**src/design/rsfifo_pkg.sv**
```systemverilog
// constants for the rate sample buffer and its register map
// assumes a 100 MHz system clock and APB with 32-bit data
package rsfifo_pkg;
  // register indices; the byte address is four times the index
  localparam logic [7:0] REG_CTRL5_IDX = 8'h24;
  localparam logic [7:0] REG_OUTXL_IDX = 8'h28;
  localparam logic [7:0] REG_OUTZH_IDX = 8'h2d;
  localparam logic [7:0] REG_FCTRL_IDX = 8'h2e;
  localparam logic [7:0] REG_FSRC_IDX = 8'h2f;
  localparam logic [7:0] REG_EVCFG_IDX = 8'h30;
  localparam logic [7:0] REG_EVSRC_IDX = 8'h31;
  localparam int ADDR_W = 10;
  // field positions
  localparam int CTRL5_EN_POS = 6;
  localparam int FCTRL_MODE_LSB = 5;
  localparam int EVCFG_LATCH_POS = 6;
  localparam int EVSRC_IA_POS = 6;
  // reset values
  localparam logic [7:0] CTRL5_RST = 8'h00;
  localparam logic [7:0] FCTRL_RST = 8'h00;
  localparam logic [7:0] EVCFG_RST = 8'h00;
  localparam logic [47:0] OUT_RST = 48'h0;
  // forced source register value in bypass
  localparam logic [7:0] FSRC_BYPASS = 8'h20;
  // buffer geometry
  localparam int DEPTH = 32;
  localparam int SET_W = 48;
  localparam logic [5:0] FULL_CNT = 6'h20;
  // output data rate periods before the trigger bit falls
  localparam logic [1:0] IA_FALL_TICKS = 2'h2;
  typedef enum logic [2:0] {
    RSF_BYPASS = 3'h0,
    RSF_FIFO = 3'h1,
    RSF_STREAM = 3'h2,
    RSF_S2F = 3'h3,
    RSF_B2S = 3'h4
  } rsfifo_mode_e;
endpackage // rsfifo_pkg

```
**src/design/rsfifo_top.sv**
```systemverilog
// rate sample buffer: 32 sets of three-axis data, five modes, APB registers
// assumes rate clock and sample data arrive from outside the clk domain,
// and the event generator's active level comes from logic on clk
//
// Added by the designer: the placing of the registers and the APB interface to the registers.
module rsfifo_top
  import rsfifo_pkg::*;
(
  // clock and reset
  input wire logic clk,
  input wire logic srst,
  // apb slave
  input wire logic psel,
  input wire logic penable,
  input wire logic pwrite,
  input wire logic [rsfifo_pkg::ADDR_W-1:0] paddr,
  input wire logic [31:0] pwdata,
  output logic [31:0] prdata,
  output logic pready,
  output logic pslverr,
  // sample source, outside the clk domain
  input wire logic odrClk,
  input wire logic [rsfifo_pkg::SET_W-1:0] sampleData,
  // event one generator condition, on clk
  input wire logic eventHit,
  // status levels
  output logic overrunFlag,
  output logic watermarkFlag,
  output logic interruptActive
);
  import rsfifo_pkg::*;

  function automatic logic [7:0] byteOf(input logic [47:0] s,
                                        input logic [2:0] i);
    byteOf = s[{i, 3'h0} +: 8];
  endfunction

  // input synchronisers
  logic odrS1_q;
  logic odrS2_q;
  logic odrS3_q;
  logic [SET_W-1:0] smpS1_q;
  logic [SET_W-1:0] smpS2_q;
  always_ff @(posedge clk)
  begin
    odrS1_q <= odrClk;
    odrS2_q <= odrS1_q;
    odrS3_q <= odrS2_q;
  end

  // sample data, two stages
  always_ff @(posedge clk)
  begin
    smpS1_q <= sampleData;
    smpS2_q <= smpS1_q;
  end
  wire tick = odrS2_q & ~odrS3_q;

  // registers
  logic [7:0] ctrl5_q;
  logic [7:0] fctrl_q;
  logic [7:0] evcfg_q;
  logic [SET_W-1:0] mem_q [DEPTH];
  logic [4:0] wrPtr_q;
  logic [4:0] rdPtr_q;
  logic [5:0] count_q;
  logic overrun_flag_q;
  logic done_q;
  logic [SET_W-1:0] lastOut_q;
  logic [SET_W-1:0] serBuf_q;
  logic ia_q;
  logic iaClrPend_q;
  logic [1:0] iaTicks_q;
  logic iaPrev_q;
  logic spare_q;
  logic [31:0] prdata_q;
  logic slverr_q;

  // apb decode
  wire [7:0] idx = paddr[ADDR_W-1:2];
  wire setup = psel & ~penable;
  wire access = psel & penable;
  wire isOut = (idx >= REG_OUTXL_IDX) && (idx <= REG_OUTZH_IDX);
  wire mapped = (idx == REG_CTRL5_IDX) || isOut || (idx == REG_FCTRL_IDX)
    || (idx == REG_FSRC_IDX) || (idx == REG_EVCFG_IDX)
    || (idx == REG_EVSRC_IDX);
  wire wrDone = access & pwrite & mapped;
  wire rdDone = access & ~pwrite;
  wire [7:0] wrByte = pwdata[7:0];

  // register hits
  wire hitCtrl5 = idx == REG_CTRL5_IDX;
  wire hitFctrl = idx == REG_FCTRL_IDX;
  wire hitEvcfg = idx == REG_EVCFG_IDX;
  wire hitEvsrc = idx == REG_EVSRC_IDX;

  // mode decode
  wire enable = ctrl5_q[CTRL5_EN_POS];
  wire [2:0] modeSel = fctrl_q[FCTRL_MODE_LSB +: 3];
  wire [4:0] wtmLevel = fctrl_q[4:0];
  wire latchEv = evcfg_q[EVCFG_LATCH_POS];
  wire modeFifo = modeSel == RSF_FIFO;
  wire modeStream = modeSel == RSF_STREAM;
  wire modeS2f = modeSel == RSF_S2F;
  wire modeB2s = modeSel == RSF_B2S;
  wire modeBypass = ~(modeFifo | modeStream | modeS2f | modeB2s);
  // trigger rising on a full buffer earns one more sample
  wire iaRise = ia_q & ~iaPrev_q;
  wire spareSet = iaRise & modeS2f & overrun_flag_q;
  wire frozen = modeS2f & ia_q & overrun_flag_q & ~spare_q & ~spareSet;
  wire b2sIdle = modeB2s & ~ia_q;
  wire bypassLike = ~enable | modeBypass | b2sIdle;
  wire fifoLike = (modeFifo & ~done_q) | frozen;
  wire streamLike = (modeStream | (modeS2f & ~frozen) | (modeB2s & ia_q));

  // writes that select bypass clear at once
  wire ctrlWr = wrDone & (idx == REG_FCTRL_IDX);
  wire byWr = ctrlWr & (wrByte[FCTRL_MODE_LSB +: 3] == RSF_BYPASS);
  wire clearBuf = byWr | (tick & bypassLike);

  // buffer movement
  wire full = count_q == FULL_CNT;
  wire nonEmpty = count_q != 6'h0;
  wire outRd = rdDone & (idx == REG_OUTXL_IDX);
  wire pop = outRd & enable & ~bypassLike & nonEmpty;
  wire fifoRoom = ~full | pop;
  wire push = tick & ~clearBuf
    & ((fifoLike & fifoRoom & ~frozen) | streamLike);
  wire drop = push & full & ~pop;
  wire advance = pop | drop;
  wire [5:0] countInc = count_q + 6'h1;
  wire [5:0] countDec = count_q - 6'h1;
  wire [5:0] countNext = clearBuf ? 6'h0
    : (push & ~pop & ~drop) ? countInc
    : (pop & ~push) ? countDec : count_q;
  wire reachFull = push & ~pop & (countNext == FULL_CNT);
  wire ovrnSet = ~clearBuf & (reachFull | drop);

  // oldest set view
  wire [SET_W-1:0] oldest = mem_q[rdPtr_q];
  wire [SET_W-1:0] outView = (enable & ~bypassLike & nonEmpty)
    ? oldest : lastOut_q;
  wire [SET_W-1:0] lastNext = (~enable & tick) ? smpS2_q : outView;

  // source register
  wire [4:0] fss = full ? 5'h1f : count_q[4:0];
  wire wtmNow = fss > wtmLevel;
  wire [7:0] srcVal = (modeBypass | ~enable) ? FSRC_BYPASS
    : {wtmNow, overrun_flag_q, ~nonEmpty, fss};

  // read mux
  wire [2:0] outByte = 3'(idx - REG_OUTXL_IDX);
  wire [7:0] outData = (idx == REG_OUTXL_IDX)
    ? byteOf(outView, 3'h0) : byteOf(serBuf_q, outByte);
  wire [7:0] evsrcVal = {1'b0, ia_q, 6'h0};
  wire [7:0] rdByte = (idx == REG_CTRL5_IDX) ? ctrl5_q
    : isOut ? outData
    : (idx == REG_FCTRL_IDX) ? fctrl_q
    : (idx == REG_FSRC_IDX) ? srcVal
    : (idx == REG_EVCFG_IDX) ? evcfg_q
    : (idx == REG_EVSRC_IDX) ? evsrcVal : 8'h0;

  // event one active bit
  wire evsrcRd = rdDone & hitEvsrc;
  wire iaFall = iaClrPend_q & tick & (iaTicks_q == IA_FALL_TICKS - 2'h1);

  // apb outputs
  always_ff @(posedge clk)
  begin
    if (srst)
      prdata_q <= 32'h0;
    else if (setup)
      prdata_q <= {24'h0, rdByte};
  end

  // unmapped index flag
  always_ff @(posedge clk)
  begin
    if (srst)
      slverr_q <= 1'b0;
    else if (setup)
      slverr_q <= ~mapped;
  end
  assign prdata = prdata_q;
  assign pready = access;
  assign pslverr = access & slverr_q;

  // enable control
  always_ff @(posedge clk)
  begin
    if (srst)
      ctrl5_q <= CTRL5_RST;
    else if (wrDone & hitCtrl5)
      ctrl5_q <= wrByte;
  end

  // mode control
  always_ff @(posedge clk)
  begin
    if (srst)
      fctrl_q <= FCTRL_RST;
    else if (wrDone & hitFctrl)
      fctrl_q <= wrByte;
  end

  // event configuration
  always_ff @(posedge clk)
  begin
    if (srst)
      evcfg_q <= EVCFG_RST;
    else if (wrDone & hitEvcfg)
      evcfg_q <= wrByte;
  end

  // sample storage
  always_ff @(posedge clk)
  begin
    if (push)
      mem_q[wrPtr_q] <= smpS2_q;
  end

  // write index
  always_ff @(posedge clk)
  begin
    if (srst | clearBuf)
      wrPtr_q <= 5'h0;
    else if (push)
      wrPtr_q <= wrPtr_q + 5'h1;
  end

  // read index
  always_ff @(posedge clk)
  begin
    if (srst | clearBuf)
      rdPtr_q <= 5'h0;
    else if (advance)
      rdPtr_q <= rdPtr_q + 5'h1;
  end

  // stored set count, cleared through countNext
  always_ff @(posedge clk)
  begin
    if (srst)
      count_q <= 6'h0;
    else
      count_q <= countNext;
  end

  // overrun flag: a set wins over a same-cycle pop
  always_ff @(posedge clk)
  begin
    if (srst)
      overrun_flag_q <= 1'b0;
    else if (ovrnSet)
      overrun_flag_q <= 1'b1;
    else if (pop | clearBuf)
      overrun_flag_q <= 1'b0;
  end

  // fill-and-stop halt
  always_ff @(posedge clk)
  begin
    if (srst)
      done_q <= 1'b0;
    else if (ctrlWr | clearBuf)
      done_q <= 1'b0;
    else if (modeFifo & reachFull)
      done_q <= 1'b1;
  end

  // one extra sample after a trigger on a full buffer
  always_ff @(posedge clk)
  begin
    if (srst)
    begin
      iaPrev_q <= 1'b0;
      spare_q <= 1'b0;
    end
    else
    begin
      iaPrev_q <= ia_q;
      if (spareSet)
        spare_q <= 1'b1;
      else if (clearBuf | push | ~(modeS2f & ia_q))
        spare_q <= 1'b0;
    end
  end

  // output register: last shown set, or the newest sample while disabled
  always_ff @(posedge clk)
  begin
    if (srst)
      lastOut_q <= OUT_RST;
    else
      lastOut_q <= lastNext;
  end

  // serial output copy of the popped set
  always_ff @(posedge clk)
  begin
    if (srst)
      serBuf_q <= OUT_RST;
    else if (outRd)
      serBuf_q <= outView;
  end

  // trigger bit: follows the event, or latches until read plus two ticks
  always_ff @(posedge clk)
  begin
    if (srst)
    begin
      ia_q <= 1'b0;
      iaClrPend_q <= 1'b0;
      iaTicks_q <= 2'h0;
    end
    else if (~latchEv)
    begin
      ia_q <= eventHit;
      iaClrPend_q <= 1'b0;
      iaTicks_q <= 2'h0;
    end
    else
    begin
      if (eventHit)
        ia_q <= 1'b1;
      else if (iaFall)
        ia_q <= 1'b0;
      if (evsrcRd & ia_q)
      begin
        iaClrPend_q <= 1'b1;
        iaTicks_q <= 2'h0;
      end
      else if (iaFall)
      begin
        iaClrPend_q <= 1'b0;
        iaTicks_q <= 2'h0;
      end
      else if (iaClrPend_q & tick)
        iaTicks_q <= iaTicks_q + 2'h1;
    end
  end

  // status levels
  assign overrunFlag = overrun_flag_q;
  assign watermarkFlag = wtmNow & enable & ~modeBypass;
  assign interruptActive = ia_q;
endmodule // rsfifo_top

```
**config.mk**
```make
export PLATFORM = sky130hd
export DESIGN_NAME = rsfifo_top
export DESIGN_NICKNAME = d
export VERILOG_FILES = /design/src/design/rsfifo_pkg.sv /design/src/design/rsfifo_top.sv
export SDC_FILE = /design/constraint.sdc
export NUM_CORES = 2
export LEC_CHECK = 0
export BUFFER_PORTS_ARGS = -buffer_cell sky130_fd_sc_hd__buf_4
export CORE_ASPECT_RATIO = 1.25
export CORE_MARGIN = 5
export CORE_UTILIZATION = 60
export DETAILED_ROUTE_END_ITERATION = 12
export PLACE_DENSITY = 0.87
export SYNTH_ARGS = -nofsm -noshare
export SYNTH_HDL_FRONTEND = slang
export SYNTH_SLANG_ARGS = --single-unit
```
**constraint.sdc**
```tcl
create_clock -name clk -period 5.84 [get_ports clk]
set_input_delay 0 -clock clk [delete_from_list [all_inputs] [get_ports clk]]
set_output_delay 0 -clock clk [all_outputs]
set_load 0.02 [all_outputs]
```
Word level (Yosys, flattened, before mapping). Memory sizes are Yosys's and may differ from the RTL's. A register that Yosys moved wholly into a read port is not among the register bits. Index checks and enable logic that the tools add are counted.

Bits in registers: 252. Memory bits (writable): 1536. Input port bits: 97. Output and inout port bits: 37. Word-level logic and storage cells: 174. Memories kept: 1.

Memory list: mem_q (words 32, bits a word 48, read ports 1, clocked after memory_dff 1, wr ports 1, RTL line rsfifo_top.sv:63) `logic [SET_W-1:0] mem_q [DEPTH];`.

$add $sub $neg: 6. Order comparisons: 3. Equality and inequality tests: 14. Shift operators: 1. Muxes and demuxes: 26. Bitwise operators: 87. Reduce and logical (&&, ||, !) cells: 14.

Operators by type and width (count): 2-to-1 mux 48 bit (2); 2-to-1 mux 8 bit (7); bitwise AND 1 bit (48); == test 8 x 6 -> 1 bit (second input constant) (6); indexed part select 48 x 7 -> 8 bit (1); NOT 1 bit (21); 2-to-1 mux 6 bit (3); OR 1 bit (18); 2-to-1 mux 5 bit (3); == test 6 bit (second input constant) (2); adder 5 x 1 -> 5 bit (second input constant) (2); 2-to-1 mux 1 bit (10); >= comparator 8 x 6 -> 1 bit (second input constant) (1); <= comparator 8 x 6 -> 1 bit (second input constant) (1); 2-to-1 mux 7 bit (1); adder 6 x 1 -> 6 bit (second input constant) (1); == test 3 x 2 -> 1 bit (second input constant) (2); nonzero test 2 bit (3); nonzero test 6 bit (1); subtractor 6 x 1 -> 6 bit (second input constant) (1); > comparator 5 bit (1); logical OR 1 bit (5); OR reduction 2 bit (2); OR reduction 4 bit (1); other kinds (8) (8).

Logic depth before layout (Yosys ltp).
Depth after elaboration: 26. Mapped depth: 15. Depth with buffers taken out: 14.

Worst setup path after synthesis. No wires, ideal clock.

Path type: register -> register. Start point: register count_q[0]. End point: memory mem_q[31][0] (enable). Data arrival time: 4128 ps. Data required time: 5386 ps. Setup slack: 1258 ps. Cell stages (with the launch flop): 11. Cells stage by stage: dfxtp_1 inv_1 ha_1 or4b_1 o22ai_2 or2_1 buf_2 and4b_1 nor2_1 nand2_1 nor2_1.

Cells in the longest elaborated chain, start to end: 9.

Ends and longest elaborated chain: from (decl) (RTL line rsfifo_top.sv:66) `logic [5:0] count_q;`; from (signal assigned) (RTL line rsfifo_top.sv:246) `count_q <= countNext;`; nonzero test 6 bit or == test 6 bit (tied branches) (RTL line rsfifo_top.sv:123, rsfifo_top.sv:122); bitwise AND 1 bit or NOT 1 bit (tied branches) (RTL line rsfifo_top.sv:125, rsfifo_top.sv:126); OR 1 bit * (RTL line rsfifo_top.sv:126) `wire fifoRoom = ~full | pop;`; bitwise AND 1 bit * (2 in series) (RTL line rsfifo_top.sv:128) `& ((fifoLike & fifoRoom & ~frozen) | streamLike);`; OR 1 bit * (RTL line rsfifo_top.sv:128); bitwise AND 1 bit * (RTL line rsfifo_top.sv:128); 2-to-1 mux 1 bit * (RTL line rsfifo_top.sv:218) `if (push)`; 2-to-1 mux 1 bit (implied by the code) * (RTL line rsfifo_top.sv:219) `mem_q[wrPtr_q] <= smpS2_q;`; to (decl) (RTL line rsfifo_top.sv:63).

Every way passes the cells marked *; elsewhere a longest branch is shown, timed or not.

Final worst setup path.
Start point: register count_q[0]. End point: memory mem_q[12][42] (enable).

The elaborated chain is that of the path after synthesis.

==> results.md <==
* Number of global-route vias before repair at 37278
* Total Routing Usage GR at 31.7%
* Die Height at 385 µm
* FF+latch count, synth at 1790
* P_sw at ~5.3 mW
* Ys async rst share at 0%
* Relative slew margins at 2.58%
* EDFF count, synth at 1536
* DR vias/cell at ~7
* Flop2flop setup slack at 1.19 ns
* Worst Path Required at 6.29 ns
* # rows at 137
* Non-filler instance count after layout at 5191
* Post-DP HPWL at 91900 µm
* Total core area at 112000 µm²
* Min Clock Period, post-route at 4.65 ns
* Starting Density at 60.6%
* DRC at 0
* Antenna Nets Post-Route at 0
* Share of layout cells above drive strength 1 at between 20% and 30%
* Nets at 3704
* CTS Buf Count at between 150 and 200
* Syn_area_per_cell at around 20 µm²
* Clock Sinks at 1790
* Crit path DAT at ~5.1 ns
* Outcome: complete, no violations
* Power per cell area at 328 nW/µm²
* CTS tree: done
* Worst skew pair latency at 0.84 ns
* Maxcap violations at 0
* WL/cell at 36.1 µm
* Synth cell types at 66
* Switching fraction of total power at 21.0%
* Power share of the clock group at 43.0%
* WL final at 187000 µm
* Initial drt markers at ~7300
* Startpoint Class: flop
* Die X at 310 µm
* GRT overflow at 0
* Placed Cells incl. Taps at 4748
* Post-Syn Instances at 3315
* CTS root buf: clkbuf_16
* CP endpoint kind: flop
* Crit Path Class: reg -> reg
* Io pins at 134
* RSZ-0062 raised after global routing: false
* Placer Congestion at 0.933
* Skew final at between 0.06 and 0.07 ns
* Final instance area at 77200 µm²
* Synthesis Warnings at 0
* Sum Neg Setup Slack at 0 ns
* Critical path peak fanout at 18
* CTS HTree Levels at 4
* Die area at about 120000 µm²
* Internal at 20.0 mW
* Pins Over Slew Limit at 0
* Register area at 51200 µm²
* Post-synth top flop: edfxtp_1
* DR vias at 36855
* Area of the multi-input gates at 15800 µm²
* DR pass1 iterations at 7
* Reg power frac at 55.6%
* Fin crit share at 79.7%
* Clock transition at path regs at about 0.060 ns
* Peak VDD IR at 285 µV
* Port Buf Inserts at 83
* Register area share after synthesis at between 70% and 80%
* Final hold vios at 0
* Placed inst area at 70400 µm²
* P_leak at 23.7 nW
* First-pass GRT wire length at 269000 µm
* Synthesized area at 67700 µm²
* Fmax at 215 MHz
* Slew @ Worst Pin at 1.46 ns
* Largest net degree at the start of global routing at 97
* Filler cell count in the final layout at between 6000 and 7000
* CTS Buffer Depth at 3
* Hold/Removal Path Class: in -> reg
* Fin util at 69.0%
* Final setup fails at 0
* Combinational power share at 1.3%
* Initial antenna violation count at 5
* Area growth, synth to finish at 14.0%
-- synth_stat cells (9+ instances only) --
master / number / area (µm²)
a21oi_1: 164 / 821
buf_1: 19 / 71.3
buf_2: 56 / 280
buf_4: 25 / 188
clkbuf_1: 105 / 394
dfxtp_1: 254 / 5080
edfxtp_1: 1536 / 46100
ha_1: 14 / 175
inv_1: 12 / 45.0
mux2i_1: 74 / 741
mux4_2: 486 / 10900
nand2_1: 235 / 882
nand2b_1: 11 / 68.8
nand3_1: 9 / 45.0
nand4_1: 16 / 100
nor2_1: 143 / 537
nor2b_1: 9 / 56.3
nor3_1: 10 / 50.1
o21ai_0: 18 / 90.1
or3_1: 9 / 56.3
xor2_1: 11 / 96.3
-- registers in the layout, indices dropped and copies added, names as in the netlist, 2 cells and up, named ones only --
signal / flops
wrPtr_q: 5
fctrl_q: 8
mem_q: 1536
iaTicks_q: 2
serBuf_q: 45
rdPtr_q: 5
prdata: 8
ctrl5_q: 8
smpS1_q: 48
lastOut_q: 48
smpS2_q: 48
evcfg_q: 8
count_q: 6
-- critical path: stages, from the launching register on --
cell and delay, ns:
dfxtp_1 0.43, inv_1 0.15, ha_1 0.24, or4b_1 0.23, o22ai_2 0.11, or2_1 0.31
and4b_1 0.28, nor2_1 0.48, nand2_1 0.72, nor2_4 0.81, buf_4 0.50
-- repair_timing --
action,CTS,global route
hold endpoints to repair,104,0
hold buffers,140,0
buffers inserted,0,0
gates resized for setup,0,0
-- power groups by stage --
| stage | Combinational [mW] | Clock [mW] | Sequential, mW |
|---|---|---|---|
| finish | 0.332 | 10.9 | 14.1 |
| global route | 0.344 | 11.5 | 14.1 |
| CTS | 0.313 | 10.9 | 14.1 |
| detailed placement | 0.234 | 0 | 14.3 |
| global placement | 0.222 | 0 | 14.3 |
| floorplan | 0.115 | 0 | 14.3 |
-- placed cells by master, fill, tap and decap left out, drive strengths merged, types with 6 or more instances in the layout --
cell,n
a21oi,164
a31oi,6
and3,6
buf,159
bufinv,9
clkbuf,242
clkinv,32
clkinvlp,6
conb,24
dfxtp,254
dlygate4sd3,140
edfxtp,1536
ha,14
inv,23
mux2i,74
mux4,486
nand2,235
nand2b,11
nand3,9
nand3b,7
nand4,16
nor2,143
nor2b,9
nor3,10
nor4,7
o21ai,18
or3,9
xor2,11
-- through the flow --
step	hold WS (ns)	setup slack [ns]	power (mW)
after floorplan	0.0277	1.26	14.4
after global placement	0.104	1.55	14.5
after detailed placement	0.106	1.41	14.6
after CTS	0.000825	1.31	25.3
after global routing	0.0708	1.09	25.9
final	0.0731	1.19	25.3
-- logic make-up (layout without fill, tap and decap cells) --
kind of cell / count (synthesis) / after routing / share of synthesized area, %
buffers and inverters: 219 / 611 / 1.48
and+or+nand+nor: 484 / 484 / 3.16
muxes: 564 / 564 / 17.3
other: 1 / 26 / 0.00554
xor gates and xnor gates: 15 / 15 / 0.194
AOI/OAI and AO/OA: 228 / 228 / 1.90
DFF: 1790 / 1790 / 75.7
adders and majority gates: 14 / 14 / 0.259
-- worst paths after layout --
| path | from | endpoint | cells after the start |
|---|---|---|---|
| setup / recovery | count_q[0] | mem_q[12][42] | 10 |
| hold / removal | paddr[9] | serBuf_q[28] | 6 |
| setup reg to reg | count_q[0] | mem_q[12][42] | 10 |
| hold reg to reg | smpS1_q[23] | smpS2_q[23] | 0 |
-- cell type report --
type / instances / share of cell area, %
flip-flops and latches: 1790 / 66.4
repair buffers: 299 / 3.79
diodes: 2 / 0.00649
clock inverters: 58 / 0.911
clock buffers: 242 / 5.97
multi-input cells: 1329 / 20.5
inverters: 12 / 0.0584
well taps: 1459 / 2.37
-- per-layer routing --
layer	routed length, µm	track usage, %	vias to the layer above
li1	-	-	13982
met1	59200	41.4	18368
met2	90100	50.4	3712
met3	24800	7.69	787
met4	13100	16.5	6
met5	39	0.125	-
Power figures use the tool's default switching activity.
